## src/logic/tasw_cfg.svh

```systemverilog
`ifndef TASW_CFG_SVH
`define TASW_CFG_SVH

// Register word offsets, byte addresses on the bus
`define TASW_OFS_TX_CFG 8'h00
`define TASW_OFS_HS_MODE 8'h04
`define TASW_OFS_AUX_MODE 8'h08
`define TASW_OFS_STATUS 8'h0C

// Transmit settings fields
`define TASW_TX_TERM_BIT 0
`define TASW_TX_CUR_BIT 1
`define TASW_TX_BOOST_LO 2
`define TASW_TX_BOOST_HI 3

// High speed mode fields
`define TASW_HS_ON_BIT 0
`define TASW_HS_MODE_LO 1
`define TASW_HS_MODE_HI 2
`define TASW_HS_SEL_LO 4
`define TASW_HS_SEL_HI 7

// Auxiliary mode fields
`define TASW_AUX_MODE_LO 0
`define TASW_AUX_MODE_HI 1
`define TASW_AUX_SEL_LO 4
`define TASW_AUX_SEL_HI 7

// Status fields
`define TASW_ST_SERIAL_BIT 0
`define TASW_ST_TERM_BIT 1
`define TASW_ST_CUR_BIT 2
`define TASW_ST_EN_BIT 3
`define TASW_ST_BOOST_LO 4
`define TASW_ST_BOOST_HI 5

// Reset values of the serial settings
`define TASW_RST_EN 1'h1
`define TASW_RST_BOOST 2'h0
`define TASW_RST_SEL 4'h0

`endif

```

## src/logic/tasw_pkg.sv

```systemverilog
package tasw_pkg;

    // Routing modes of the channel and auxiliary switches
    typedef enum logic [1:0] {
        TASW_QUAD = 2'h0,
        TASW_DUAL = 2'h1,
        TASW_SINGLE = 2'h2
    } tasw_mode_t;

    // Input channel index chosen for each of the four outputs
    typedef struct packed {
        logic [3:0] ch3;
        logic [3:0] ch2;
        logic [3:0] ch1;
        logic [3:0] ch0;
    } tasw_route_t;

    // Settings of the high speed output drivers
    typedef struct packed {
        logic term_on;
        logic enable;
        logic current_hi;
        logic [1:0] boost;
    } tasw_drive_t;

endpackage

```

## src/logic/tasw_ctrl.sv

```systemverilog
// Contract
// - Output termination follows serial bit or pin.
// - Disabled outputs go tristate, serial or pin.
// - Termination taken from its pin after reset.
// - Current level taken from its pin after reset.
// - Four boost levels from serial field or pins.
// - Three channel routing modes, serial field only.
// - Quad mode routes one four-channel group.
// - Dual and single modes only under serial control.
// - Dual mode: two locked 8:1 switches.
// - Single mode: one of 16 to all.
// - Three auxiliary modes, independent, serial only.
// - Parallel auxiliary routing is quad, shared select.
// - Auxiliary quad mode routes one four-line group.
// - Auxiliary dual mode: two locked 8:1 switches.
// - Auxiliary single mode: one of 16 to all.
// - Any serial access locks out pins until reset.
// - Parallel select switches channels and auxiliary together.
`include "tasw_cfg.svh"
`timescale 1ns/10ps
`default_nettype none

module tasw_ctrl (
    // Clock and reset
    input wire logic clk_i,
    input wire logic rst_i,
    // Wishbone slave
    input wire logic wb_cyc_i,
    input wire logic wb_stb_i,
    input wire logic wb_we_i,
    input wire logic [7:0] wb_adr_i,
    input wire logic [3:0] wb_sel_i,
    input wire logic [31:0] wb_dat_i,
    output logic [31:0] wb_dat_o,
    output logic wb_ack_o,
    // Parallel control pins
    input wire logic par_out_term_pin_i,
    input wire logic par_out_enable_pin_i,
    input wire logic par_current_level_pin_i,
    input wire logic [1:0] par_boost_bus_i,
    input wire logic [1:0] par_channel_select_bus_i,
    // Switch and driver controls
    output var tasw_pkg::tasw_drive_t drive_o,
    output var tasw_pkg::tasw_route_t hs_route_o,
    output var tasw_pkg::tasw_route_t aux_route_o,
    output logic serial_o
);

    // Decode a mode and select code into per-output input indices
    function automatic tasw_pkg::tasw_route_t route_of(
        input tasw_pkg::tasw_mode_t mode,
        input logic [3:0] sel
    );
        tasw_pkg::tasw_route_t r;
        r = '0;
        case (mode)
            // Two locked switches, each picks one channel of a pair
            tasw_pkg::TASW_DUAL: begin
                r.ch0 = {sel[2:0], 1'h0};
                r.ch1 = {sel[2:0], 1'h0};
                r.ch2 = {sel[2:0], 1'h1};
                r.ch3 = {sel[2:0], 1'h1};
            end
            // One channel out of sixteen to every output
            tasw_pkg::TASW_SINGLE: begin
                r.ch0 = sel;
                r.ch1 = sel;
                r.ch2 = sel;
                r.ch3 = sel;
            end
            // Quad, also the answer to the reserved code
            default: begin
                r.ch0 = {sel[1:0], 2'h0};
                r.ch1 = {sel[1:0], 2'h1};
                r.ch2 = {sel[1:0], 2'h2};
                r.ch3 = {sel[1:0], 2'h3};
            end
        endcase
        return r;
    endfunction

    // Bus handshake state
    logic wb_ack_ff; // Acknowledge, one cycle long
    logic [31:0] wb_dat_ff; // Read data held with the acknowledge
    logic nxt_wb_ack;
    logic [31:0] nxt_wb_dat;
    logic req; // Request present this cycle
    logic wr_take; // Write takes effect at this edge

    // Serial settings
    logic serial_ff; // Serial control has taken over
    logic strap_done_ff; // Pin levels already captured after reset
    logic ser_term_ff; // Internal termination on
    logic ser_cur_ff; // High current level
    logic [1:0] ser_boost_ff; // Pre-emphasis level
    logic ser_en_ff; // Outputs enabled
    tasw_pkg::tasw_mode_t ser_hs_mode_ff; // Channel routing mode
    logic [3:0] ser_hs_sel_ff; // Channel select code
    tasw_pkg::tasw_mode_t ser_aux_mode_ff; // Auxiliary routing mode
    logic [3:0] ser_aux_sel_ff; // Auxiliary select code
    logic nxt_serial;
    logic nxt_strap_done;
    logic nxt_ser_term;
    logic nxt_ser_cur;
    logic [1:0] nxt_ser_boost;
    logic nxt_ser_en;
    tasw_pkg::tasw_mode_t nxt_ser_hs_mode;
    logic [3:0] nxt_ser_hs_sel;
    tasw_pkg::tasw_mode_t nxt_ser_aux_mode;
    logic [3:0] nxt_ser_aux_sel;

    // Output state
    tasw_pkg::tasw_drive_t drive_ff;
    tasw_pkg::tasw_route_t hs_route_ff;
    tasw_pkg::tasw_route_t aux_route_ff;
    tasw_pkg::tasw_drive_t nxt_drive;
    tasw_pkg::tasw_route_t nxt_hs_route;
    tasw_pkg::tasw_route_t nxt_aux_route;

    assign req = wb_cyc_i && wb_stb_i;
    assign wr_take = req && wb_we_i && wb_ack_ff && wb_sel_i[0];

    // Bus answer: ack one cycle after the request, then dropped
    always_comb begin
        nxt_wb_ack = req && !wb_ack_ff;
        nxt_wb_dat = wb_dat_ff;
        if (req && !wb_ack_ff) begin
            nxt_wb_dat = 32'h0;
            if (wb_adr_i == `TASW_OFS_TX_CFG) begin
                nxt_wb_dat[`TASW_TX_TERM_BIT] = ser_term_ff;
                nxt_wb_dat[`TASW_TX_CUR_BIT] = ser_cur_ff;
                nxt_wb_dat[`TASW_TX_BOOST_HI:`TASW_TX_BOOST_LO] =
                    ser_boost_ff;
            end else if (wb_adr_i == `TASW_OFS_HS_MODE) begin
                nxt_wb_dat[`TASW_HS_ON_BIT] = ser_en_ff;
                nxt_wb_dat[`TASW_HS_MODE_HI:`TASW_HS_MODE_LO] =
                    ser_hs_mode_ff;
                nxt_wb_dat[`TASW_HS_SEL_HI:`TASW_HS_SEL_LO] =
                    ser_hs_sel_ff;
            end else if (wb_adr_i == `TASW_OFS_AUX_MODE) begin
                nxt_wb_dat[`TASW_AUX_MODE_HI:`TASW_AUX_MODE_LO] =
                    ser_aux_mode_ff;
                nxt_wb_dat[`TASW_AUX_SEL_HI:`TASW_AUX_SEL_LO] =
                    ser_aux_sel_ff;
            end else if (wb_adr_i == `TASW_OFS_STATUS) begin
                // Status shows the settings in force
                nxt_wb_dat[`TASW_ST_SERIAL_BIT] = serial_ff;
                nxt_wb_dat[`TASW_ST_TERM_BIT] = drive_ff.term_on;
                nxt_wb_dat[`TASW_ST_CUR_BIT] = drive_ff.current_hi;
                nxt_wb_dat[`TASW_ST_EN_BIT] = drive_ff.enable;
                nxt_wb_dat[`TASW_ST_BOOST_HI:`TASW_ST_BOOST_LO] =
                    drive_ff.boost;
            end else begin
                // Unmapped offsets read as zero
                nxt_wb_dat = 32'h0;
            end
        end
    end

    // Bus registers
    always_ff @(posedge clk_i) begin
        if (rst_i) begin
            wb_ack_ff <= 1'h0;
            wb_dat_ff <= 32'h0;
        end else begin
            wb_ack_ff <= nxt_wb_ack;
            wb_dat_ff <= nxt_wb_dat;
        end
    end

    // Serial settings: strap capture, lockout and register writes
    always_comb begin
        nxt_serial = serial_ff || req;
        nxt_strap_done = 1'h1;
        nxt_ser_term = ser_term_ff;
        nxt_ser_cur = ser_cur_ff;
        nxt_ser_boost = ser_boost_ff;
        nxt_ser_en = ser_en_ff;
        nxt_ser_hs_mode = ser_hs_mode_ff;
        nxt_ser_hs_sel = ser_hs_sel_ff;
        nxt_ser_aux_mode = ser_aux_mode_ff;
        nxt_ser_aux_sel = ser_aux_sel_ff;
        if (!strap_done_ff) begin
            // First cycle after reset takes the pin levels
            nxt_ser_term = par_out_term_pin_i;
            nxt_ser_cur = par_current_level_pin_i;
        end else if (wr_take) begin
            if (wb_adr_i == `TASW_OFS_TX_CFG) begin
                nxt_ser_term = wb_dat_i[`TASW_TX_TERM_BIT];
                nxt_ser_cur = wb_dat_i[`TASW_TX_CUR_BIT];
                nxt_ser_boost =
                    wb_dat_i[`TASW_TX_BOOST_HI:`TASW_TX_BOOST_LO];
            end else if (wb_adr_i == `TASW_OFS_HS_MODE) begin
                nxt_ser_en = wb_dat_i[`TASW_HS_ON_BIT];
                // Dual and single reachable only from here
                nxt_ser_hs_mode = tasw_pkg::tasw_mode_t'(
                    wb_dat_i[`TASW_HS_MODE_HI:`TASW_HS_MODE_LO]);
                nxt_ser_hs_sel = wb_dat_i[`TASW_HS_SEL_HI:`TASW_HS_SEL_LO];
            end else if (wb_adr_i == `TASW_OFS_AUX_MODE) begin
                nxt_ser_aux_mode = tasw_pkg::tasw_mode_t'(
                    wb_dat_i[`TASW_AUX_MODE_HI:`TASW_AUX_MODE_LO]);
                nxt_ser_aux_sel =
                    wb_dat_i[`TASW_AUX_SEL_HI:`TASW_AUX_SEL_LO];
            end
        end
    end

    // Serial settings registers
    always_ff @(posedge clk_i) begin
        if (rst_i) begin
            serial_ff <= 1'h0;
            strap_done_ff <= 1'h0;
            ser_term_ff <= 1'h0;
            ser_cur_ff <= 1'h0;
            ser_boost_ff <= `TASW_RST_BOOST;
            ser_en_ff <= `TASW_RST_EN;
            ser_hs_mode_ff <= tasw_pkg::TASW_QUAD;
            ser_hs_sel_ff <= `TASW_RST_SEL;
            ser_aux_mode_ff <= tasw_pkg::TASW_QUAD;
            ser_aux_sel_ff <= `TASW_RST_SEL;
        end else begin
            serial_ff <= nxt_serial;
            strap_done_ff <= nxt_strap_done;
            ser_term_ff <= nxt_ser_term;
            ser_cur_ff <= nxt_ser_cur;
            ser_boost_ff <= nxt_ser_boost;
            ser_en_ff <= nxt_ser_en;
            ser_hs_mode_ff <= nxt_ser_hs_mode;
            ser_hs_sel_ff <= nxt_ser_hs_sel;
            ser_aux_mode_ff <= nxt_ser_aux_mode;
            ser_aux_sel_ff <= nxt_ser_aux_sel;
        end
    end

    // Settings in force: pins until serial takes over
    always_comb begin
        if (serial_ff) begin
            nxt_drive.term_on = ser_term_ff;
            nxt_drive.enable = ser_en_ff;
            nxt_drive.current_hi = ser_cur_ff;
            nxt_drive.boost = ser_boost_ff;
            nxt_hs_route = route_of(ser_hs_mode_ff, ser_hs_sel_ff);
            nxt_aux_route = route_of(ser_aux_mode_ff, ser_aux_sel_ff);
        end else begin
            nxt_drive.term_on = par_out_term_pin_i;
            nxt_drive.enable = par_out_enable_pin_i;
            nxt_drive.current_hi = par_current_level_pin_i;
            nxt_drive.boost = par_boost_bus_i;
            // One select bus, quad only, both switches together
            nxt_hs_route = route_of(tasw_pkg::TASW_QUAD,
                {2'h0, par_channel_select_bus_i});
            nxt_aux_route = nxt_hs_route;
        end
    end

    // Output registers
    always_ff @(posedge clk_i) begin
        if (rst_i) begin
            drive_ff <= '0;
            hs_route_ff <= '0;
            aux_route_ff <= '0;
        end else begin
            drive_ff <= nxt_drive;
            hs_route_ff <= nxt_hs_route;
            aux_route_ff <= nxt_aux_route;
        end
    end

    assign wb_ack_o = wb_ack_ff;
    assign wb_dat_o = wb_dat_ff;
    assign drive_o = drive_ff;
    assign hs_route_o = hs_route_ff;
    assign aux_route_o = aux_route_ff;
    assign serial_o = serial_ff;
endmodule

`default_nettype wire

```

## config.mk

```make
export PLATFORM = sky130hd
export DESIGN_NAME = tasw_ctrl
export DESIGN_NICKNAME = d
export VERILOG_FILES = /design/src/logic/tasw_pkg.sv /design/src/logic/tasw_ctrl.sv
export VERILOG_INCLUDE_DIRS = /design/src /design/src/logic
export SDC_FILE = /design/constraint.sdc
export NUM_CORES = 1
export LEC_CHECK = 0
export ABC_AREA = 0
export BUFFER_PORTS_ARGS = -buffer_cell sky130_fd_sc_hd__buf_4
export CAP_MARGIN = 30
export CORE_ASPECT_RATIO = 0.9
export CORE_MARGIN = 8
export CORE_UTILIZATION = 45
export DETAILED_ROUTE_END_ITERATION = 6
export HOLD_SLACK_MARGIN = 0.1
export MAX_ROUTING_LAYER = met4
export PLACE_DENSITY_LB_ADDON = 0.3
export SLEW_MARGIN = 0
export SYNTH_ARGS = -nofsm -noshare
export SYNTH_HDL_FRONTEND = slang
export SYNTH_SLANG_ARGS = --single-unit
```

## constraint.sdc

```tcl
create_clock -name clk_i -period 2.15 [get_ports clk_i]
set_clock_uncertainty 0.05 [all_clocks]
set_input_delay 0.1075 -clock clk_i [delete_from_list [all_inputs] [get_ports clk_i]]
set_output_delay 0.1075 -clock clk_i [all_outputs]
set_load 0.05 [all_outputs]
```

==> results of run 1 <==
-- sequential cells by signal (all words and copies together), names as in the netlist --
name	count
aux_route_o	8
drive_o	5
hs_route_o	8
ser_aux_mode_ff	2
ser_aux_sel_ff	4
ser_boost_ff	2
ser_cur_ff	1
ser_en_ff	1
ser_hs_mode_ff	2
ser_hs_sel_ff	4
ser_term_ff	1
serial_o	1
strap_done_ff	1
wb_ack_o	1
wb_dat_o	8
-- stage by stage --
| stage | std cells | setup slack (ns) | cell area (µm²) | hold WS [ns] | utilization [%] |
|---|---|---|---|---|---|
| 2_1_floorplan | 290 | 0.1807 | 2480 | 0.1860 | - |
| 3_3_place_gp | 384 | 0.2950 | 2804 | 0.2973 | 54.00 |
| 3_5_place_dp | 384 | 0.2905 | 2804 | 0.3012 | 54.00 |
| 4_1_cts | 409 | 0.3679 | 3075 | 0.1407 | 59.23 |
| 5_1_grt | 409 | 0.2096 | 3075 | 0.1598 | 59.23 |
| 6_report | 409 | 0.3776 | 3075 | 0.1360 | 59.23 |
-- what timing repair did --
action / CTS / global route
hold endpoints to repair: 27 / 0
endpoints found under the setup margin: 0 / 0
hold buffers: 17 / 0
-- placed cells by master, fill, tap and decap left out, drive strengths merged, types with 7 or more instances in the layout --
| cell type | instances |
|---|---|
| buf | 79 |
| dfxtp | 49 |
| nand2 | 28 |
| nor2 | 28 |
| conb | 24 |
| mux2i | 23 |
| a21oi | 21 |
| dlygate4sd3 | 17 |
| inv | 8 |
| a22oi | 8 |
| o21ai | 7 |
| nand3 | 7 |
| clkbuf | 7 |
-- cell type report --
cell class	instances	area share, %
well taps	67	2.726
flip-flops and latches	49	31.90
multi-input cells	180	36.17
inverters	9	1.098
clock inverters	1	0.1627
repair buffers	96	24.82
clock buffers	7	3.133
-- final timing paths --
kind                                                endpoint  depth (start not counted)                     start  slack [ns]
worst max-delay path            ser_boost_ff[1]$_SDFFE_PP0P_                          6                  wb_stb_i        0.38
worst min-delay path                   strap_done_ff$_DFF_P_                          2                     rst_i        0.14
worst max register to register  ser_boost_ff[1]$_SDFFE_PP0P_                          4       wb_ack_o$_SDFF_PP0_        0.42
worst min register to register      wb_dat_o[0]$_SDFFE_PP0P_                          2  wb_dat_o[0]$_SDFFE_PP0P_        0.41
-- metal layers --
| metal | vias to the layer above | part of all wire, % | GRT usage (%) | routed length, µm |
|---|---|---|---|---|
| met5 | - | 0 | - | 0 |
| met4 | 0 | 0.67 | 3.655 | 38 |
| met3 | 5 | 9.2 | 4.321 | 524 |
| met2 | 64 | 49 | 24.24 | 2797 |
| met1 | 868 | 41 | 16.05 | 2309 |
| li1 | 985 | - | - | - |
-- power by group --
part	internal, mW	switching [mW]
Clock	0.291	0.293
Combinational	0.126	0.288
Sequential	0.929	0.0216
-- worst reg2reg max path, cell delays in order (launching register included) --
cell	delay (ns)
dfxtp_1	0.37
nand4_1	0.29
nor4_2	0.57
nand2_1	0.20
mux2i_1	0.15
-- cell families (layout without fill, tap and decap cells) --
| group | after synthesis | count (layout) |
|---|---|---|
| AOI/OAI and AO/OA | 41 | 41 |
| adders and majority gates | 4 | 4 |
| buffers and inverters | 61 | 113 |
| DFF | 49 | 49 |
| muxes | 27 | 27 |
| other | 1 | 24 |
| and+or+nand+nor | 84 | 84 |
==> summary.md, run 1 <==
| Metric | Value |
|---|---|
| # DRC | `0` |
| Pwr Density | `between 600 and 700 nW/µm²` |
| Crit path DAT | `1.91 ns` |
| Fmax | `about 0.56 GHz` |
| Largest net degree at the start of global routing | `38` |
| Total GRT Usage | `about 14%` |
| Nets | `between 400 and 500` |
| Synth cell count leaders | `dfxtp_1 (49), buf_4 (40), nand2_1 (28), nor2_1 (28), mux2i_1 (23)` |
| DR iter-0 viols | `120` |
| Peak supply drop | `roughly 430 µV` |
| Sequential cell area | `around 980 µm²` |
| Total core area | `a little over 5000 µm²` |
| Total power | `roughly 1.9 mW` |
| Multiplexer area fraction after synthesis | `approximately an eighth` |
| Root Buffer | `clkbuf_8` |
| CP cell instances | `dlygate4sd3_1 > buf_4 > nand4_1 > nor4_2 > nand2_1 > mux2i_1` |
| Routability congestion estimate | `about 0.8` |
| Minimum clock period | `roughly 1.8 ns` |
| Die height | `roughly 85 µm` |
| Synthesis Warnings | `0` |
| P_leak | `about 1.3 nW` |
| CTS sink cnt | `49` |
| Register area share after synthesis | `40.98%` |
| # setup viols final | `0` |
| Least-Margin Pin Slew | `0.6386 ns` |
| Worst path slowest cell | `nor4_2` |
| Wirelength per Cell | `13.86 µm` |
| Max cap viols | `0` |
| Die X | `slightly above 90 µm` |
| IO Pins | `around 130` |
| DRT Pass-1 Iters | `5` |
| Worst Hold Class | `in2reg` |
| Post-synth top flop | `dfxtp_1` |
| Clock Pin Slew Worst Setup and Hold Paths | `about 0.090 ns` |
| Hpwl dp | `about 4300 µm` |
| Vias after detailed routing | `a little under 2,000` |
| Top-count cell post-synth | `dfxtp_1` |
| Main combinational cell family by area after synthesis | `simple AND/OR/NAND/NOR gates` |
| Rel. slew slack | `a little under three fifths` |
| Complex-gate fraction of the synthesized area | `roughly a tenth` |
| Worst Path Max Fanout | `5` |
| Number of synthesized flops with an enable pin | `0` |
| Top-area cell type share of the netlist area | `around 41%` |
| CP Data Required Time | `between 2 and 2.5 ns` |
| Share of cells above drive strength 1 | `roughly 28%` |
| Synth Register Bits | `49` |
| Status | `finished clean` |
| Post-route ant nets | `0` |
| Fin. Hold Viols | `0` |
| Slew Viols, Final | `0` |
| Antenna violations before repair | `0` |
| Vias in the first global route | `between 1,500 and 2,000` |
| Mapped Cells | `around 270` |
| Asr flop ratio synth | `0%` |
| Clock latency on the worst-skew pair | `0.30 ns` |
| First-pass GRT wire length | `9108 µm` |
| Simple-gate share of the synthesized area | `between 10% and 20%` |
| Endpoint type of the worst setup path | `register` |
| Port Buffers | `75` |
| Synth area leaders | `dfxtp_1 (41%), buf_4 (13%), mux2i_1 (9.6%), a21oi_1 (4.4%), nand2_1 (4.4%)` |
| Netlist cell types | `33` |
| Fin crit share | `around 82%` |
| Setup Crit Path Kind | `in2reg` |
| Synth Area in XOR/XNOR | `0%` |
| DR vias/cell | `4.699` |
| Fill count | `approximately 470` |
| Multi-input combinational cell area | `approximately 1100 µm²` |
| Area Growth Syn to Fin | `28.49%` |
| Top delay family on crit path | `simple AND/OR/NAND/NOR gates` |
| Worst path bufs/invs | `2` |
| Deepest clock path buffer count | `2` |
| Post-CTS setup buffers | `0` |
| CTS tree | `done` |
| H-Tree Depth | `2` |
| Top cell type by total area after synthesis | `dfxtp_1` |
| Total grt overflow | `0` |
| Starting Density | `around 46%` |
| Crit-path max cell delay | `~0.57 ns` |
| ANT cells | `0` |
| Die ar. | `about 7900 µm²` |
| RSZ-0062 raised after global routing | `no` |
| Post-synthesis adder-cell area fraction | `around 2.1%` |
| Startpoint class of the critical path | `primary input` |
| Row cnt | `25` |
| PostCTS Resize Cnt | `0` |
| Post-route setup TNS | `0 ns` |
| Synthesized area | `2394 µm²` |
| Inserted Clock Buffers | `5` |
| Syn Area/Cell | `8.965 µm²` |
| Routed WL | `approximately 5700 µm` |
(Power assumes the default switching activity.)
==> inputs of run 2 (changes only) <==
--- a/config.mk
+++ b/config.mk
@@ -6,12 +6,12 @@
 export SDC_FILE = /design/constraint.sdc
 export NUM_CORES = 1
 export LEC_CHECK = 0
-export ABC_AREA = 0
+export ABC_AREA = 1
 export BUFFER_PORTS_ARGS = -buffer_cell sky130_fd_sc_hd__buf_4
 export CAP_MARGIN = 30
 export CORE_ASPECT_RATIO = 0.9
 export CORE_MARGIN = 8
-export CORE_UTILIZATION = 45
+export CORE_UTILIZATION = 41
 export DETAILED_ROUTE_END_ITERATION = 6
 export HOLD_SLACK_MARGIN = 0.1
 export MAX_ROUTING_LAYER = met4
==> constraint.sdc (replaced) <==
create_clock -name clk_i -period 1.5 [get_ports clk_i]
set_clock_uncertainty 0.05 [all_clocks]
set_input_delay 0.075 -clock clk_i [delete_from_list [all_inputs] [get_ports clk_i]]
set_output_delay 0.075 -clock clk_i [all_outputs]
set_load 0.05 [all_outputs]
==> summary.md, run 2 <==
| Metric | Value |
|---|---|
| Routability congestion estimate | `between 0.8 and 0.9` |
| Area post-placement | `between 2000 and 3000 µm²` |
| Fin crit share | `roughly nine tenths` |
| Most frequent cells in the layout | `buf_4 (80), nor2_1 (60), nand2_1 (53)` |
| Top cell type by total area after synthesis | `dfxtp_1` |
| Total power | `roughly 2.8 mW` |
| CTS sink cnt | `between 40 and 50` |
| Routed WL | `6475 µm` |
| Deepest clock path buffer count | `2` |
| Asr flop ratio synth | `0%` |
| Status | `finished clean` |
| IO Pins | `127` |
| Grt met2 use | `~25%` |
| RSZ-0062 raised after global routing | `no` |
| Flop pwr share | `about 48%` |
| Die X | `97.23 µm` |
| Fin. Hold Viols | `0` |
| Synthesis Warnings | `0` |
| Least-Margin Pin Slew | `0.4963 ns` |
| Complex-gate fraction of the synthesized area | `roughly 14%` |
| Antenna violations before repair | `0` |
| Multiplexer area fraction after synthesis | `0%` |
| Setup Crit Path Kind | `reg2reg` |
| First-pass GRT wire length | `10,490 µm` |
| DR vias/cell | `about 4.6` |
| Fin area | `3196 µm²` |
| Startpoint class of the critical path | `register` |
| Row cnt | `26` |
| Minimum clock period | `roughly 1.4 ns` |
| M1 GR Usage | `between 10% and 20%` |
| Wirelength per Cell | `~13 µm` |
| Rel. slew slack | `about 67%` |
| FF-to-FF path depth | `6` |
| Port Buffers | `75` |
| CTS tree | `done` |
| # setup viols final | `0` |
| Number of synthesized flops with an enable pin | `0` |
| Synth Register Bits | `approximately 50` |
| Inserted Clock Buffers | `5` |
| Largest net degree at the start of global routing | `24` |
| Starting Density | `a little over two fifths` |
| H-Tree Depth | `2` |
| Most Crowded Layer GR | `met2` |
| Area Growth Syn to Fin | `31.24%` |
| Die ar. | `between 8000 and 9000 µm²` |
| Netlist cell types | `25` |
| Root Buffer | `clkbuf_8` |
| Post-route ant nets | `0` |
| Worst Path Max Fanout | `8` |
| M3 GR Usage | `4.328%` |
| P_leak | `~1.5 nW` |
| Post-synth top flop | `dfxtp_1` |
| Fill count | `roughly 560` |
| Nets | `483` |
| Hpwl dp | `between 5000 and 6000 µm` |
| Total grt overflow | `0` |
| Commonest non-fill, non-tap cell in the layout | `buf_4` |
| Total GRT Usage | `between 10% and 20%` |
| NetSw | `0.9320 mW` |
| Peak supply drop | `roughly 450 µV` |
| Synth Area in XOR/XNOR | `0%` |
| Clock latency on the worst-skew pair | `around 0.30 ns` |
| Vias in the first global route | `approximately 2,200` |
| DRT Pass-1 Iters | `4` |
| Syn Area/Cell | `7.161 µm²` |
| Register area share after synthesis | `approximately two fifths` |
| # DRC | `0` |
| Main combinational cell family by area after synthesis | `simple AND/OR/NAND/NOR gates` |
| Die height | `between 80 and 90 µm` |
| Synth cell count leaders | `nor2_1 (60), nand2_1 (53), dfxtp_1 (49)` |
| Clock Pin Slew Worst Setup and Hold Paths | `approximately 0.09 ns` |
| Share of cells above drive strength 1 | `between 20% and 30%` |
| Sw Share | `approximately 33%` |
| Worst hold stages | `5` |
| Post-synthesis adder-cell area fraction | `under 10%` |
| Vias after detailed routing | `approximately 2,300` |
| Total core area | `around 5700 µm²` |
| DR iter-0 viols | `130` |
| Pint | `approximately 1.9 mW` |
| Slew Viols, Final | `0` |
| Clock share of power | `between 20% and 30%` |
| Post-route setup TNS | `0 ns` |
| Fmax | `around 0.74 GHz` |
| ANT cells | `0` |
| CP Data Required Time | `~1.7 ns` |
| Simple-gate share of the synthesized area | `between 20% and 30%` |
| Worst Hold Class | `in2reg` |
| Synth area leaders | `dfxtp_1 (40%), buf_4 (12%), nor2_1 (9.2%), nand2_1 (8.2%), o21ai_0 (5.8%)` |
| Mapped Cells | `between 300 and 400` |
| Top-area cell type share of the netlist area | `40.29%` |
| Top-count cell post-synth | `nor2_1` |
| Endpoint type of the worst setup path | `register` |
| Synthesized area | `approximately 2400 µm²` |
| Pwr Density | `between 800 and 900 nW/µm²` |
| Crit path DAT | `approximately 1.5 ns` |
| Max cap viols | `0` |
| Combinational share of power | `approximately 23%` |
[run 2: changes by cell type after synthesis, moves of 4 or more]
cell and change:
o21ai_0 +21, a31oi_1 +6, nand2_1 +25, a22oi_1 -8
mux2i_1 -23, o22ai_1 +6, inv_1 +27, nor2_1 +32
nand3_1 +6, nor2b_1 -4, buf_1 -4
[run 2: per-stage QoR]
stage | setup slack [ns] | instances | utilization, % | hold WS (ns)
after global routing | 0.003696 | 494 | 56.13 | 0.2175
after detailed placement | 0.1376 | 468 | 51.08 | 0.2565
after floorplan | 0.05812 | 363 | - | 0.1382
final | 0.1429 | 494 | 56.13 | 0.1819
after global placement | 0.1384 | 468 | 51.08 | 0.2540
after CTS | 0.1206 | 493 | 55.76 | 0.1887
[run 2: final timing paths]
check | start | to | slack, ns
min | wb_stb_i | wb_dat_o[7]$_SDFFE_PP0P_ | 0.18
max | wb_ack_o$_SDFF_PP0_ | ser_hs_sel_ff[0]$_SDFFE_PP0P_ | 0.14
min reg2reg | wb_dat_o[7]$_SDFFE_PP0P_ | wb_dat_o[7]$_SDFFE_PP0P_ | 0.42
max reg2reg | wb_ack_o$_SDFF_PP0_ | ser_hs_sel_ff[0]$_SDFFE_PP0P_ | 0.14
[run 2: cells by family after synthesis]
kind of cell | after synthesis
buf+inv | 85
fa+ha+maj | 4
simple gates | 138
other cells | 1
compound gates | 63
flops | 49
[run 2: layer usage]
| metal | share of wire, % | vias up |
|---|---|---|
| met3 | 7.7 | 7 |
| met2 | 45 | 85 |
| li1 | - | 1176 |
| met4 | 1.0 | 0 |
| met5 | 0 | - |
| met1 | 46 | 1026 |
[run 2: final cells by class]
cell class / count / area, µm² / share of cell area, %
clock inverter: 2 / 13.76 / 0.4307
multi-input combinational: 229 / 1065 / 33.32
inverter: 39 / 152.6 / 4.777
timing repair buffer: 99 / 810.8 / 25.37
tap: 70 / 87.58 / 2.741
clock buffer: 6 / 82.58 / 2.584
sequential: 49 / 983.4 / 30.78
[run 2: critical path: stages (launching register included)]
cell and delay (ns):
dfxtp_2 0.36, nand4_1 0.21, nor2_4 0.20, buf_12 0.12
nand2_4 0.08, o21ai_0 0.19, nor2_1 0.05
[run 2: repair_timing]
action | CTS | global route
endpoints found under the setup margin | 0 | 2
endpoints found under the hold margin | 40 | 0
buffers inserted | 0 | 1
hold buffers | 17 | 0
resized for setup | 0 | 1
[run 2: power by group through the flow]
| stage | clock, mW | sequential [mW] | combinational, mW |
|---|---|---|---|
| 2_1_floorplan | 0 | 1.50 | 0.383 |
| 3_3_place_gp | 0 | 1.39 | 0.610 |
| 3_5_place_dp | 0 | 1.39 | 0.612 |
| 4_1_cts | 0.833 | 1.36 | 0.648 |
| 5_1_grt | 0.885 | 1.37 | 0.684 |
| 6_report | 0.822 | 1.36 | 0.648 |
